<file path="config.mk">
export PLATFORM = sky130hd
export DESIGN_NAME = trig_cmd_engine
export DESIGN_NICKNAME = d
export VERILOG_FILES = /design/src/hdl/trig_cmd_pkg.sv /design/src/hdl/trig_cmd_engine.sv
export VERILOG_INCLUDE_DIRS = /design/src /design/src/hdl
export SDC_FILE = /design/constraint.sdc
export NUM_CORES = 2
export LEC_CHECK = 0
export BUFFER_PORTS_ARGS = -buffer_cell sky130_fd_sc_hd__buf_2
export CAP_MARGIN = 0
export CORE_AREA = 10 10 242 244
export DETAILED_ROUTE_END_ITERATION = 7
export DIE_AREA = 0 0 252 254
export GPL_ROUTABILITY_DRIVEN = 0
export PLACE_DENSITY = 0.86
export SLEW_MARGIN = 20
export SYNTH_ARGS = -nofsm -noshare
export SYNTH_HDL_FRONTEND = slang
export SYNTH_SLANG_ARGS = --single-unit
</file>
<file path="constraint.sdc">
create_clock -name ref_clk_i -period 9.5 [get_ports ref_clk_i]
set_input_delay 1.9 -clock ref_clk_i [delete_from_list [all_inputs] [get_ports ref_clk_i]]
set_output_delay 1.9 -clock ref_clk_i [all_outputs]
set_load 0.1 [all_outputs]
</file>
<file path="src/hdl/trig_cmd_defs.svh">
`ifndef TRIG_CMD_DEFS_SVH
`define TRIG_CMD_DEFS_SVH

// Input buffer depth in characters, terminator included
`define IBUF_DEPTH 100
`define IBUF_PTR_W 7
// Status bit positions
`define OPC_READING_AVAIL_BIT 8
`define SER_EXEC_ERR_BIT 4
`define SER_CMD_ERR_BIT 5
// Cycle count limits; zero encodes continuous
`define CYCLE_COUNT_MAX 14'h270F
`define CYCLE_COUNT_CONTINUOUS_COUNT_TOKEN 14'h0000
// Delay limit in seconds (99:59:59)
`define DELAY_MAX_SEC 19'h57E3F
`define DELAY_RST 19'h00000
// Number of scan lists
`define NUM_LISTS 4
// Resolution codes: 0 -> 1, 1 -> 0.1, 2 -> 0.01, 3 -> 0.001
`define RES_RST 2'h1

`endif

</file>
<file path="src/hdl/trig_cmd_pkg.sv">
`default_nettype none
package trig_cmd_pkg;

  typedef enum logic [4:0] {
    OP_NONE,
    OP_CONF_QUERY,
    OP_MEASURE,
    OP_CONFIGURE,
    OP_SET_UNIT,
    OP_GET_UNIT,
    OP_SET_RES,
    OP_GET_RES,
    OP_BEGIN_SINGLE_READING,
    OP_COMMON_TRIGGER,
    OP_FETCH,
    OP_READ,
    OP_ABORT,
    OP_SET_TRIG_MODE,
    OP_GET_TRIG_MODE,
    OP_SET_COUNT,
    OP_GET_COUNT,
    OP_SET_DELAY,
    OP_GET_DELAY,
    OP_GET_SAMPLE_COUNT,
    OP_SET_SAMPLE_DELAY,
    OP_GET_SAMPLE_DELAY
  } opcode_t;

  typedef enum logic [1:0] {
    UNIT_C,
    UNIT_F,
    UNIT_K
  } temp_unit_t;

  typedef enum logic [2:0] {
    FN_DEFAULT,
    FN_TEMPERATURE,
    FN_RESISTANCE,
    FN_VOLTAGE
  } fetch_fn_t;

  typedef enum logic [1:0] {
    RUN_HOLD,
    RUN_RUN,
    RUN_SINGLE
  } run_state_t;

  typedef enum logic [1:0] {
    EXEC_IDLE,
    EXEC_DECODE,
    EXEC_MEASURE,
    EXEC_RESPOND
  } exec_state_t;

  // Decoded command from the character parser; one-cycle valid
  typedef struct packed {
    logic valid;
    opcode_t op;
    logic list_sel;      // Command names a scan list
    logic [1:0] list_idx;
    fetch_fn_t fn;
    logic stat_mean;     // Rolling mean variant
    logic stat_dev;      // Rolling deviation variant
    logic continuous;    // Continuous trigger or continuous count
    logic [13:0] count;
    logic [18:0] delay_sec;
    temp_unit_t unit;
    logic [1:0] res;
    logic cfg_rtd;       // Configure/measure selects resistance probe
    logic cfg_diff;      // Two-channel difference channel chosen
  } cmd_t;

  // Measurement engine handshake result
  typedef struct packed {
    logic done;
    logic is_rtd;
    logic pt25;
    logic [31:0] temp;
    logic [31:0] resist;
    logic [31:0] volt;    // Terminal plus junction equivalent, millivolts
    logic [31:0] temp_mean;
    logic [31:0] temp_dev;
    logic [31:0] res_mean;
    logic [31:0] res_dev;
    logic [31:0] volt_mean;
    logic [31:0] volt_dev;
  } meas_t;

  // Response to the output formatter
  typedef struct packed {
    logic valid;
    opcode_t op;
    logic error_value;
    fetch_fn_t fn;
    logic stat_mean;
    logic stat_dev;
    logic [2:0] digits;   // Decimal places to print
    temp_unit_t unit;
    logic [31:0] value;
    logic continuous_count_token_token;     // Print the continuous count token
  } resp_t;

endpackage
`default_nettype wire

</file>
<file path="src/hdl/trig_cmd_engine.sv">
`timescale 1ns/100ps
`default_nettype none
`include "trig_cmd_defs.svh"

// Notes on behaviour
// Configuration query reports channel and probe set, measurement untouched.
// Measure query aborts cycle, configures, sets single, outputs one reading.
// Unit C, F or K applies to responses and is reported.
// Resolution of 1 to 0.001 degrees applies to responses and is reported.
// Begin_single_reading ends cycle, sets single, stores one reading, sets available bit 8.
// Fetch outputs stored reading and clears the available flag.
// Common trigger acts as begin_single_reading, accepted on the parallel bus only.
// Default fetch function is temperature, then last used; measure/read reset it.
// Fetched voltage is terminal plus junction equivalent in milli format.
// Function mismatching last measurement returns error value and execution error.
// Difference channel allows temperature fetch only.
// Serial continuous read then function fetch streams that function each reading.
// Rolling statistics add mean and deviation; finer resolutions as specified.
// Read measures and outputs; once in single, continuously in continuous mode.
// Serial abort stops, clears buffers, run becomes hold, single stays single.
// Trigger mode write ends cycle; continuous cancelled by single, abort, configure.
// Parallel bus forces single; continuous request ignored with command error.
// General and four list cycle counts 1..9999 or continuous; change ends cycle. The code ends the cycle on a list count change only when that list is in use.
// General and list cycle delays up to 99:59:59; write ends cycle, sets hold.
// Sample count equals cycle count, times active channels for a list.
// List sample delay up to 99:59:59, default zero; change in use sets hold.
// Characters buffer up to 100; execution waits for the terminator.
// Execution error sets standard event bit 4.
// Command error sets standard event bit 5.
// Static link select gates serial-only and bus-only commands.
module trig_cmd_engine
  import trig_cmd_pkg::*;
(
  input wire logic ref_clk_i,
  input wire logic sys_rst_i,
  input wire logic link_is_bus_i,
  input wire logic char_valid_i,
  input wire logic char_term_i,
  output logic char_ready_o,
  input wire trig_cmd_pkg::cmd_t cmd_i,
  output logic cmd_ready_o,
  input wire trig_cmd_pkg::meas_t meas_i,
  input wire logic stats_enabled_i,
  input wire logic [1:0] active_list_i,
  input wire logic scan_enabled_i,
  input wire logic [3:0] list_channels_i [`NUM_LISTS],
  output logic meas_start_o,
  output logic cycle_stop_o,
  output logic ibuf_clear_o,
  output logic obuf_clear_o,
  output trig_cmd_pkg::resp_t resp_o,
  input wire logic resp_ready_i,
  output logic [15:0] oper_cond_o,
  output logic [7:0] std_event_o,
  output run_state_t run_state_o,
  output logic trig_continuous_o
);

  // ****************************************
  // State
  // ****************************************
  typedef struct packed {
    exec_state_t st;
    logic [`IBUF_PTR_W-1:0] fill;
    logic [`IBUF_PTR_W-1:0] msgs;
    opcode_t pend_op;
    logic to_output;
    logic avail;
    fetch_fn_t last_fn;
    logic stream;
    fetch_fn_t stream_fn;
    logic streaming_read;
    temp_unit_t unit;
    logic [1:0] res;
    logic continuous_count_token_mode;
    run_state_t run;
    logic diff;
    logic rtd;
    logic [13:0] gen_count;
    logic [`NUM_LISTS-1:0][13:0] list_count;
    logic [18:0] gen_delay;
    logic [`NUM_LISTS-1:0][18:0] list_delay;
    logic [`NUM_LISTS-1:0][18:0] samp_delay;
    logic exec_err;
    logic cmd_err;
    meas_t last;
    resp_t resp;
  } state_t;

  state_t s_q;
  state_t s_d;
  logic in_use;
  logic [31:0] pick;
  logic bad_fn;
  fetch_fn_t fn_eff;
  logic [17:0] samp_prod;

  // Scan list in use is the one the scanner is running
  assign in_use = scan_enabled_i && (cmd_i.list_idx == active_list_i);
  // Input characters are refused once the buffer holds its limit
  assign char_ready_o = (s_q.fill < 7'(`IBUF_DEPTH));
  assign cmd_ready_o = (s_q.st == EXEC_IDLE) && (s_q.msgs != '0);

  // ****************************************
  // Fetch function resolution
  // ****************************************
  always_comb
  begin
    fn_eff = (cmd_i.fn == FN_DEFAULT) ? s_q.last_fn : cmd_i.fn;
    bad_fn = 1'b0;
    if (s_q.diff && fn_eff != FN_TEMPERATURE)
      bad_fn = 1'b1;
    if (fn_eff == FN_VOLTAGE && s_q.rtd)
      bad_fn = 1'b1;
    if (fn_eff == FN_RESISTANCE && !s_q.rtd)
      bad_fn = 1'b1;
    if ((cmd_i.stat_mean || cmd_i.stat_dev) && !stats_enabled_i)
      bad_fn = 1'b1;
    case (fn_eff)
      FN_RESISTANCE:
        pick = cmd_i.stat_mean ? s_q.last.res_mean :
               cmd_i.stat_dev ? s_q.last.res_dev : s_q.last.resist;
      FN_VOLTAGE:
        pick = cmd_i.stat_mean ? s_q.last.volt_mean :
               cmd_i.stat_dev ? s_q.last.volt_dev : s_q.last.volt;
      default:
        pick = cmd_i.stat_mean ? s_q.last.temp_mean :
               cmd_i.stat_dev ? s_q.last.temp_dev : s_q.last.temp;
    endcase
    // Widen before multiplying so 9999 times 15 channels keeps its top bits
    samp_prod = 18'(s_q.list_count[cmd_i.list_idx]) * 18'(list_channels_i[cmd_i.list_idx]);
  end

  // ****************************************
  // Next state
  // ****************************************
  always_comb
  begin
    s_d = s_q;
    meas_start_o = 1'b0;
    cycle_stop_o = 1'b0;
    ibuf_clear_o = 1'b0;
    obuf_clear_o = 1'b0;
    s_d.exec_err = 1'b0;
    s_d.cmd_err = 1'b0;
    if (s_q.resp.valid && resp_ready_i)
      s_d.resp.valid = 1'b0;
    // Buffer accounting: a message counts only once terminated
    if (char_valid_i && char_ready_o)
      s_d.fill = s_q.fill + 7'h01;
    if (char_valid_i && char_ready_o && char_term_i)
      s_d.msgs = s_d.msgs + 7'h01;
    if (cmd_i.valid && cmd_ready_o)
      s_d.msgs = s_d.msgs - 7'h01;
    if (s_d.msgs == '0 && !(char_valid_i && !char_term_i))
      s_d.fill = s_q.fill & {`IBUF_PTR_W{char_valid_i}};
    case (s_q.st)
      EXEC_IDLE:
      begin
        if (cmd_i.valid && cmd_ready_o)
        begin
          s_d.resp.op = cmd_i.op;
          s_d.resp.unit = s_q.unit;
          s_d.resp.digits = {1'b0, s_q.res};
          s_d.resp.continuous_count_token_token = 1'b0;
          s_d.resp.error_value = 1'b0;
          s_d.resp.fn = FN_TEMPERATURE;
          s_d.resp.stat_mean = 1'b0;
          s_d.resp.stat_dev = 1'b0;
          case (cmd_i.op)
            OP_CONF_QUERY:
              s_d.resp.valid = 1'b1;
            OP_MEASURE, OP_CONFIGURE:
            begin
              cycle_stop_o = 1'b1;
              s_d.rtd = cmd_i.cfg_rtd;
              s_d.diff = cmd_i.cfg_diff;
              s_d.continuous_count_token_mode = 1'b0;
              s_d.stream = 1'b0;
              if (cmd_i.op == OP_MEASURE)
              begin
                s_d.run = RUN_SINGLE;
                s_d.last_fn = FN_TEMPERATURE;
                s_d.to_output = 1'b1;
                s_d.st = EXEC_MEASURE;
                meas_start_o = 1'b1;
              end
              else if (s_q.run == RUN_RUN)
                s_d.run = RUN_HOLD;
            end
            OP_SET_UNIT:
              s_d.unit = cmd_i.unit;
            OP_SET_RES:
              s_d.res = cmd_i.res;
            OP_GET_UNIT, OP_GET_RES, OP_GET_TRIG_MODE:
            begin
              s_d.resp.value = {31'h0, s_q.continuous_count_token_mode};
              s_d.resp.valid = 1'b1;
            end
            OP_BEGIN_SINGLE_READING, OP_COMMON_TRIGGER:
            begin
              if (cmd_i.op == OP_COMMON_TRIGGER && !link_is_bus_i)
                s_d.cmd_err = 1'b1;
              else
              begin
                cycle_stop_o = 1'b1;
                s_d.run = RUN_SINGLE;
                s_d.continuous_count_token_mode = 1'b0;
                s_d.to_output = 1'b0;
                s_d.st = EXEC_MEASURE;
                meas_start_o = 1'b1;
              end
            end
            OP_FETCH:
            begin
              s_d.avail = 1'b0;
              s_d.last_fn = fn_eff;
              s_d.resp.fn = fn_eff;
              s_d.resp.stat_mean = cmd_i.stat_mean;
              s_d.resp.stat_dev = cmd_i.stat_dev;
              s_d.resp.value = pick;
              s_d.resp.error_value = bad_fn;
              s_d.exec_err = bad_fn;
              s_d.resp.digits = (fn_eff == FN_VOLTAGE) ? 3'h2 :
                  (fn_eff == FN_RESISTANCE && cmd_i.stat_mean) ?
                  ((s_q.last.pt25 && s_q.res == 2'h3) ? 3'h4 : 3'h3) :
                  {1'b0, s_q.res};
              if (cmd_i.stat_dev)
                s_d.resp.digits = s_d.resp.digits + 3'h1;
              s_d.resp.valid = 1'b1;
              if (s_q.streaming_read && !link_is_bus_i && cmd_i.fn != FN_DEFAULT)
              begin
                s_d.stream = 1'b1;
                s_d.stream_fn = fn_eff;
              end
            end
            OP_READ:
            begin
              s_d.last_fn = FN_TEMPERATURE;
              s_d.to_output = 1'b1;
              s_d.stream = 1'b0;
              s_d.streaming_read = s_q.continuous_count_token_mode;
              if (s_q.continuous_count_token_mode)
                s_d.run = RUN_RUN;
              s_d.st = EXEC_MEASURE;
              meas_start_o = 1'b1;
            end
            OP_ABORT:
            begin
              if (link_is_bus_i)
                s_d.cmd_err = 1'b1;
              else
              begin
                cycle_stop_o = 1'b1;
                ibuf_clear_o = 1'b1;
                obuf_clear_o = 1'b1;
                s_d.resp.valid = 1'b0;
                s_d.continuous_count_token_mode = 1'b0;
                s_d.stream = 1'b0;
                s_d.streaming_read = 1'b0;
                if (s_q.run == RUN_RUN)
                  s_d.run = RUN_HOLD;
              end
            end
            OP_SET_TRIG_MODE:
            begin
              if (cmd_i.continuous && link_is_bus_i)
                s_d.cmd_err = 1'b1;
              else
              begin
                cycle_stop_o = 1'b1;
                s_d.continuous_count_token_mode = cmd_i.continuous;
                s_d.stream = s_q.stream && cmd_i.continuous;
              end
            end
            OP_SET_COUNT, OP_SET_DELAY, OP_SET_SAMPLE_DELAY:
            begin
              if (cmd_i.op == OP_SET_COUNT && !cmd_i.list_sel)
                s_d.gen_count = cmd_i.continuous ? `CYCLE_COUNT_CONTINUOUS_COUNT_TOKEN : cmd_i.count;
              else if (cmd_i.op == OP_SET_COUNT)
                s_d.list_count[cmd_i.list_idx] =
                    cmd_i.continuous ? `CYCLE_COUNT_CONTINUOUS_COUNT_TOKEN : cmd_i.count;
              else if (cmd_i.op == OP_SET_DELAY && !cmd_i.list_sel)
                s_d.gen_delay = cmd_i.delay_sec;
              else if (cmd_i.op == OP_SET_DELAY)
                s_d.list_delay[cmd_i.list_idx] = cmd_i.delay_sec;
              else
                s_d.samp_delay[cmd_i.list_idx] = cmd_i.delay_sec;
              if (cmd_i.op == OP_SET_DELAY || !cmd_i.list_sel || in_use)
              begin
                cycle_stop_o = 1'b1;
                s_d.run = RUN_HOLD;
              end
            end
            OP_GET_COUNT, OP_GET_SAMPLE_COUNT:
            begin
              s_d.resp.value = {18'h0, cmd_i.list_sel ?
                  s_q.list_count[cmd_i.list_idx] : s_q.gen_count};
              if (cmd_i.op == OP_GET_SAMPLE_COUNT && cmd_i.list_sel)
                s_d.resp.value = {14'h0, samp_prod};
              s_d.resp.continuous_count_token_token = (s_d.resp.value == '0);
              s_d.resp.valid = 1'b1;
            end
            OP_GET_DELAY, OP_GET_SAMPLE_DELAY:
            begin
              s_d.resp.value = {13'h0, (cmd_i.op == OP_GET_SAMPLE_DELAY) ?
                  s_q.samp_delay[cmd_i.list_idx] : cmd_i.list_sel ?
                  s_q.list_delay[cmd_i.list_idx] : s_q.gen_delay};
              s_d.resp.valid = 1'b1;
            end
            default:
              s_d.cmd_err = 1'b1;
          endcase
          if (cmd_i.op == OP_GET_UNIT)
            s_d.resp.value = {30'h0, s_q.unit};
          if (cmd_i.op == OP_GET_RES)
            s_d.resp.value = {30'h0, s_q.res};
        end
        else if (meas_i.done && (s_q.streaming_read || s_q.run == RUN_RUN))
        begin
          // Continuous read: a reading completed in a cycle with no command taken goes out
          s_d.last = meas_i;
          s_d.resp.op = OP_READ;
          s_d.resp.fn = s_q.stream ? s_q.stream_fn : FN_TEMPERATURE;
          s_d.resp.value = (s_q.stream && s_q.stream_fn == FN_VOLTAGE) ? meas_i.volt :
              (s_q.stream && s_q.stream_fn == FN_RESISTANCE) ? meas_i.resist : meas_i.temp;
          s_d.resp.valid = 1'b1;
        end
      end
      EXEC_MEASURE:
        if (meas_i.done)
        begin
          s_d.last = meas_i;
          if (s_q.to_output)
          begin
            s_d.resp.value = meas_i.temp;
            s_d.resp.valid = 1'b1;
          end
          else
            s_d.avail = 1'b1;
          s_d.st = EXEC_IDLE;
        end
      default:
        s_d.st = EXEC_IDLE;
    endcase
    if (link_is_bus_i)
      s_d.continuous_count_token_mode = 1'b0;
  end

  always_ff @(posedge ref_clk_i)
  begin
    if (sys_rst_i)
    begin
      s_q <= '0;
      s_q.res <= `RES_RST;
      s_q.last_fn <= FN_TEMPERATURE;
      s_q.run <= RUN_SINGLE;
    end
    else
      s_q <= s_d;
  end

  // ****************************************
  // Outputs
  // ****************************************
  always_comb
  begin
    oper_cond_o = '0;
    oper_cond_o[`OPC_READING_AVAIL_BIT] = s_q.avail;
    std_event_o = '0;
    std_event_o[`SER_EXEC_ERR_BIT] = s_q.exec_err;
    std_event_o[`SER_CMD_ERR_BIT] = s_q.cmd_err;
  end

  assign resp_o = s_q.resp;
  assign run_state_o = s_q.run;
  assign trig_continuous_o = s_q.continuous_count_token_mode;

endmodule
`default_nettype wire

</file>
==> flow_summary.yaml <==
outcome:
  status: "finished clean"
sta:
  tightest_slew_ns: 1.36
  final.min_clock_period_ns: 6.72
  final-setup-viol-count: 0
  timing.hold.ws_ns: 0.447
  fin_crit_sh_pct: 70.7
  drv_slew: 0
  grt_setup_unrepaired: "no"
  fin_setup_tns_ns: 0
  hold_viol_final: 0
  fmax_ghz: 0.149
  slew_headroom_pct: 9.06
  fin_skew_ns: 0.0271
synthesis:
  synth_cells: 3884
  ys_seq_area_share_pct: 40.0
  yosysWarnings: 0
  async_flop_share_pct: 0
  synth_area_um2: 30800
  synth-edff-count: 0
  ys_types: 91
  synthFlopType: "dfxtp_1"
  syn_avg_cell_area_um2: 7.94
  ys_ff_latch: 616
placed_design:
  hpwl_mm: 76.5
  place_area_um2: 32500
  numPortBuffers: 431
clocking:
  cts_hold_buffers: 0
  cts_buffers: 68
  insertion_delay_ns: 0.62
  ctsRootBufferMaster: "clkbuf_16"
  cts_tree: "built"
  cts.repair.resized: 0
  clk_pin_slew_ns: 0.06
  cts_setup_buffers: 0
  cts_buffer_depth: 3
  htreeDepth: 3
  cts_sinks: 616
grt:
  grt_max_degree: 244
  grt_pass1_wl_mm: 166
  grt_pass1_vias: 28306
  gr-total-overflow: 0
  track_usage_pct: 33.1
  antenna_found_initial: 46
worst_setup_path:
  worstPathArrival_ns: 7.26
  criticalPathCategory: "primary input to flip-flop"
  cp-end-kind: "flip-flop"
  required_ns: 10.05
  endpoint: "resp_o[0]$_SDFFE_PP0P_"
  cp-start-kind: "primary input"
  crit_path_max_fanout: 34
  crit_chain: "buf_4 -> buf_4 -> mux4_2 -> and2_1 -> fa_1 -> inv_1 -> fa_1 -> inv_1 -> ha_1 -> or2_2 -> a2111oi_0 -> nor2_1 -> xor2_1 -> nand2_1 -> nand4_1 -> or4_1 -> o21ai_1"
  worst-r2r-cell-count: 16
  cp_slowest_cell: "mux4_2"
  reg2reg_slack_ns: 4.62
  critPathMaxStageDelay_ns: 0.66
  crit_path_start: "cmd_i[45]"
  r2r_end: "resp_o[0]$_SDFFE_PP0P_"
die:
  io_pins: 454
  die_area_um2: 64000
  die_w_um: 252
  row_count: 85
  die_y_um: 254
  start_util_pct: 57.5
  core-area_um2: 53600
final_layout:
  stdcell_area_um2: 34900
  utilization_pct: 65.1
  seq_area_um2: 12300
  fillCellCount: 4426
  syn_to_final_growth_pct: 13.1
  multi_input_area_um2: 16600
  final_layout_size_suffix_gt1_share_pct: 17.8
  fin_nets: 4460
routing:
  drtPass1Iterations: 6
  wl_per_cell_um: 23.4
  vias_per_cell: 6.35
  drc_errors: 0
  antenna_left: 0
  finalWirelength_mm: 112
  vias: 30569
  drt_iter0_drc: 3910
power:
  power.density_nw_per_um2: 210
  peakVddDrop_mv: 0.172
  total_power_uw: 7340
  power.leakage_uw: 0.0128
run:
  maxCapViolations: 0
worst_hold_path:
  hp-class: "flip-flop to flip-flop"
## layer usage
metal	wire length (µm)	share of wire (%)	global-route usage, %	vias to the layer above
met5	255	0.23	0	-
met1	39700	35	38.5	14433
met4	7340	6.5	21.1	36
li1	-	-	-	13754
met3	13300	12	10.4	425
met2	51900	46	52.4	1921
## placed cells by master (no fill, tap or decap), types with 8 or more instances in the layout
cell	instances
nand2b_1	12
a221oi_1	29
nor3_1	55
o21ai_0	92
o221ai_1	37
clkbuf_16	69
a31oi_1	8
clkbuf_1	16
buf_2	429
diode_2	32
a311oi_1	13
a2111oi_0	10
nor4_1	13
o22ai_1	45
nand3_1	264
inv_1	61
and3_1	10
dfxtp_1	615
mux2i_1	126
and2_1	43
clkbuf_8	20
a21oi_1	572
xor2_1	9
conb_1	21
or2_2	11
mux4_2	56
buf_4	41
xnor2_1	20
fa_1	24
nor2b_1	22
nand2_1	809
ha_1	27
nor2_1	247
mux2_2	38
a211oi_1	22
or3_1	21
o211ai_1	23
## worst min-delay path by stage
| stage | from | end | slack (ns) | cells past startpoint |
|---|---|---|---|---|
| floorplan | resp_o[0]$_SDFFE_PP0P_ | resp_o[0]$_SDFFE_PP0P_ | 0.43 | 2 |
| global placement | resp_o[43]$_SDFFE_PP0P_ | resp_o[43]$_SDFFE_PP0P_ | 0.43 | 1 |
| detailed placement | s_q[121]$_SDFFE_PP0P_ | s_q[121]$_SDFFE_PP0P_ | 0.44 | 2 |
| CTS | s_q[121]$_SDFFE_PP0P_ | s_q[121]$_SDFFE_PP0P_ | 0.45 | 2 |
| global route | s_q[118]$_SDFFE_PP0P_ | s_q[118]$_SDFFE_PP0P_ | 0.46 | 2 |
| finish | s_q[162]$_SDFFE_PP0P_ | s_q[162]$_SDFFE_PP0P_ | 0.45 | 2 |
## synthesized netlist by cell type, types with 29 or more instances
| cell | number | share of area, % |
|---|---|---|
| buf_4 | 79 | 1.9 |
| a21oi_1 | 573 | 9.3 |
| mux2_2 | 38 | 1.4 |
| mux4_2 | 56 | 4.1 |
| mux2i_1 | 126 | 4.1 |
| nand3_1 | 264 | 4.3 |
| nor2_1 | 253 | 3.1 |
| and2_1 | 43 | 0.87 |
| nand2_1 | 809 | 9.9 |
| o21ai_0 | 93 | 1.5 |
| a221oi_1 | 29 | 0.82 |
| o22ai_1 | 45 | 0.91 |
| inv_1 | 62 | 0.75 |
| clkbuf_1 | 285 | 3.5 |
| o221ai_1 | 37 | 1.1 |
| nor3_1 | 58 | 0.94 |
| dfxtp_1 | 616 | 40 |
## cells by family after synthesis
| kind of cell | Yosys count | share of synthesized area, % |
|---|---|---|
| AND/OR/NAND/NOR | 1560 | 22.1 |
| AO/OA/AOI/OAI | 933 | 17.9 |
| other | 1 | 0.0122 |
| flip-flops | 616 | 40.0 |
| XOR/XNOR | 29 | 0.824 |
| multiplexers | 220 | 9.57 |
| buffers and inverters | 474 | 6.93 |
| adder cells (fa/ha/maj) | 51 | 2.65 |
## layout make-up
class / count / area share [%]
well taps: 696 / 2.50
multi-input cells: 2814 / 47.5
clock inverters: 15 / 0.553
clock buffers: 105 / 5.91
flip-flops and latches: 616 / 35.4
repair buffers: 474 / 7.25
diodes: 32 / 0.230
inverters: 64 / 0.692
## power by group
| group | leakage (µW) | switching (µW) | internal (µW) |
|---|---|---|---|
| clock | 0.00110 | 1100 | 1580 |
| combinational | 0.00675 | 1460 | 430 |
| sequential | 0.00497 | 78.6 | 2700 |
## worst max-delay path: cells and delay by family
| family | cells | cell delay, ns |
|---|---|---|
| XOR/XNOR | 1 | 0.17 |
| buffers and inverters | 4 | 1.23 |
| adder cells (fa/ha/maj) | 3 | 1.21 |
| AO/OA/AOI/OAI | 2 | 0.71 |
| AND/OR/NAND/NOR | 6 | 1.36 |
| multiplexers | 1 | 0.66 |
## through the flow
| stage | worst slack (ns) | std cells |
|---|---|---|
| CTS | 2.76 | 4784 |
| floorplan | 1.34 | 3904 |
| global placement | 2.20 | 4664 |
| global route | 2.41 | 4800 |
| finish | 2.78 | 4816 |
| detailed placement | 2.13 | 4664 |
Note: power is estimated with default switching activity, not from simulation.
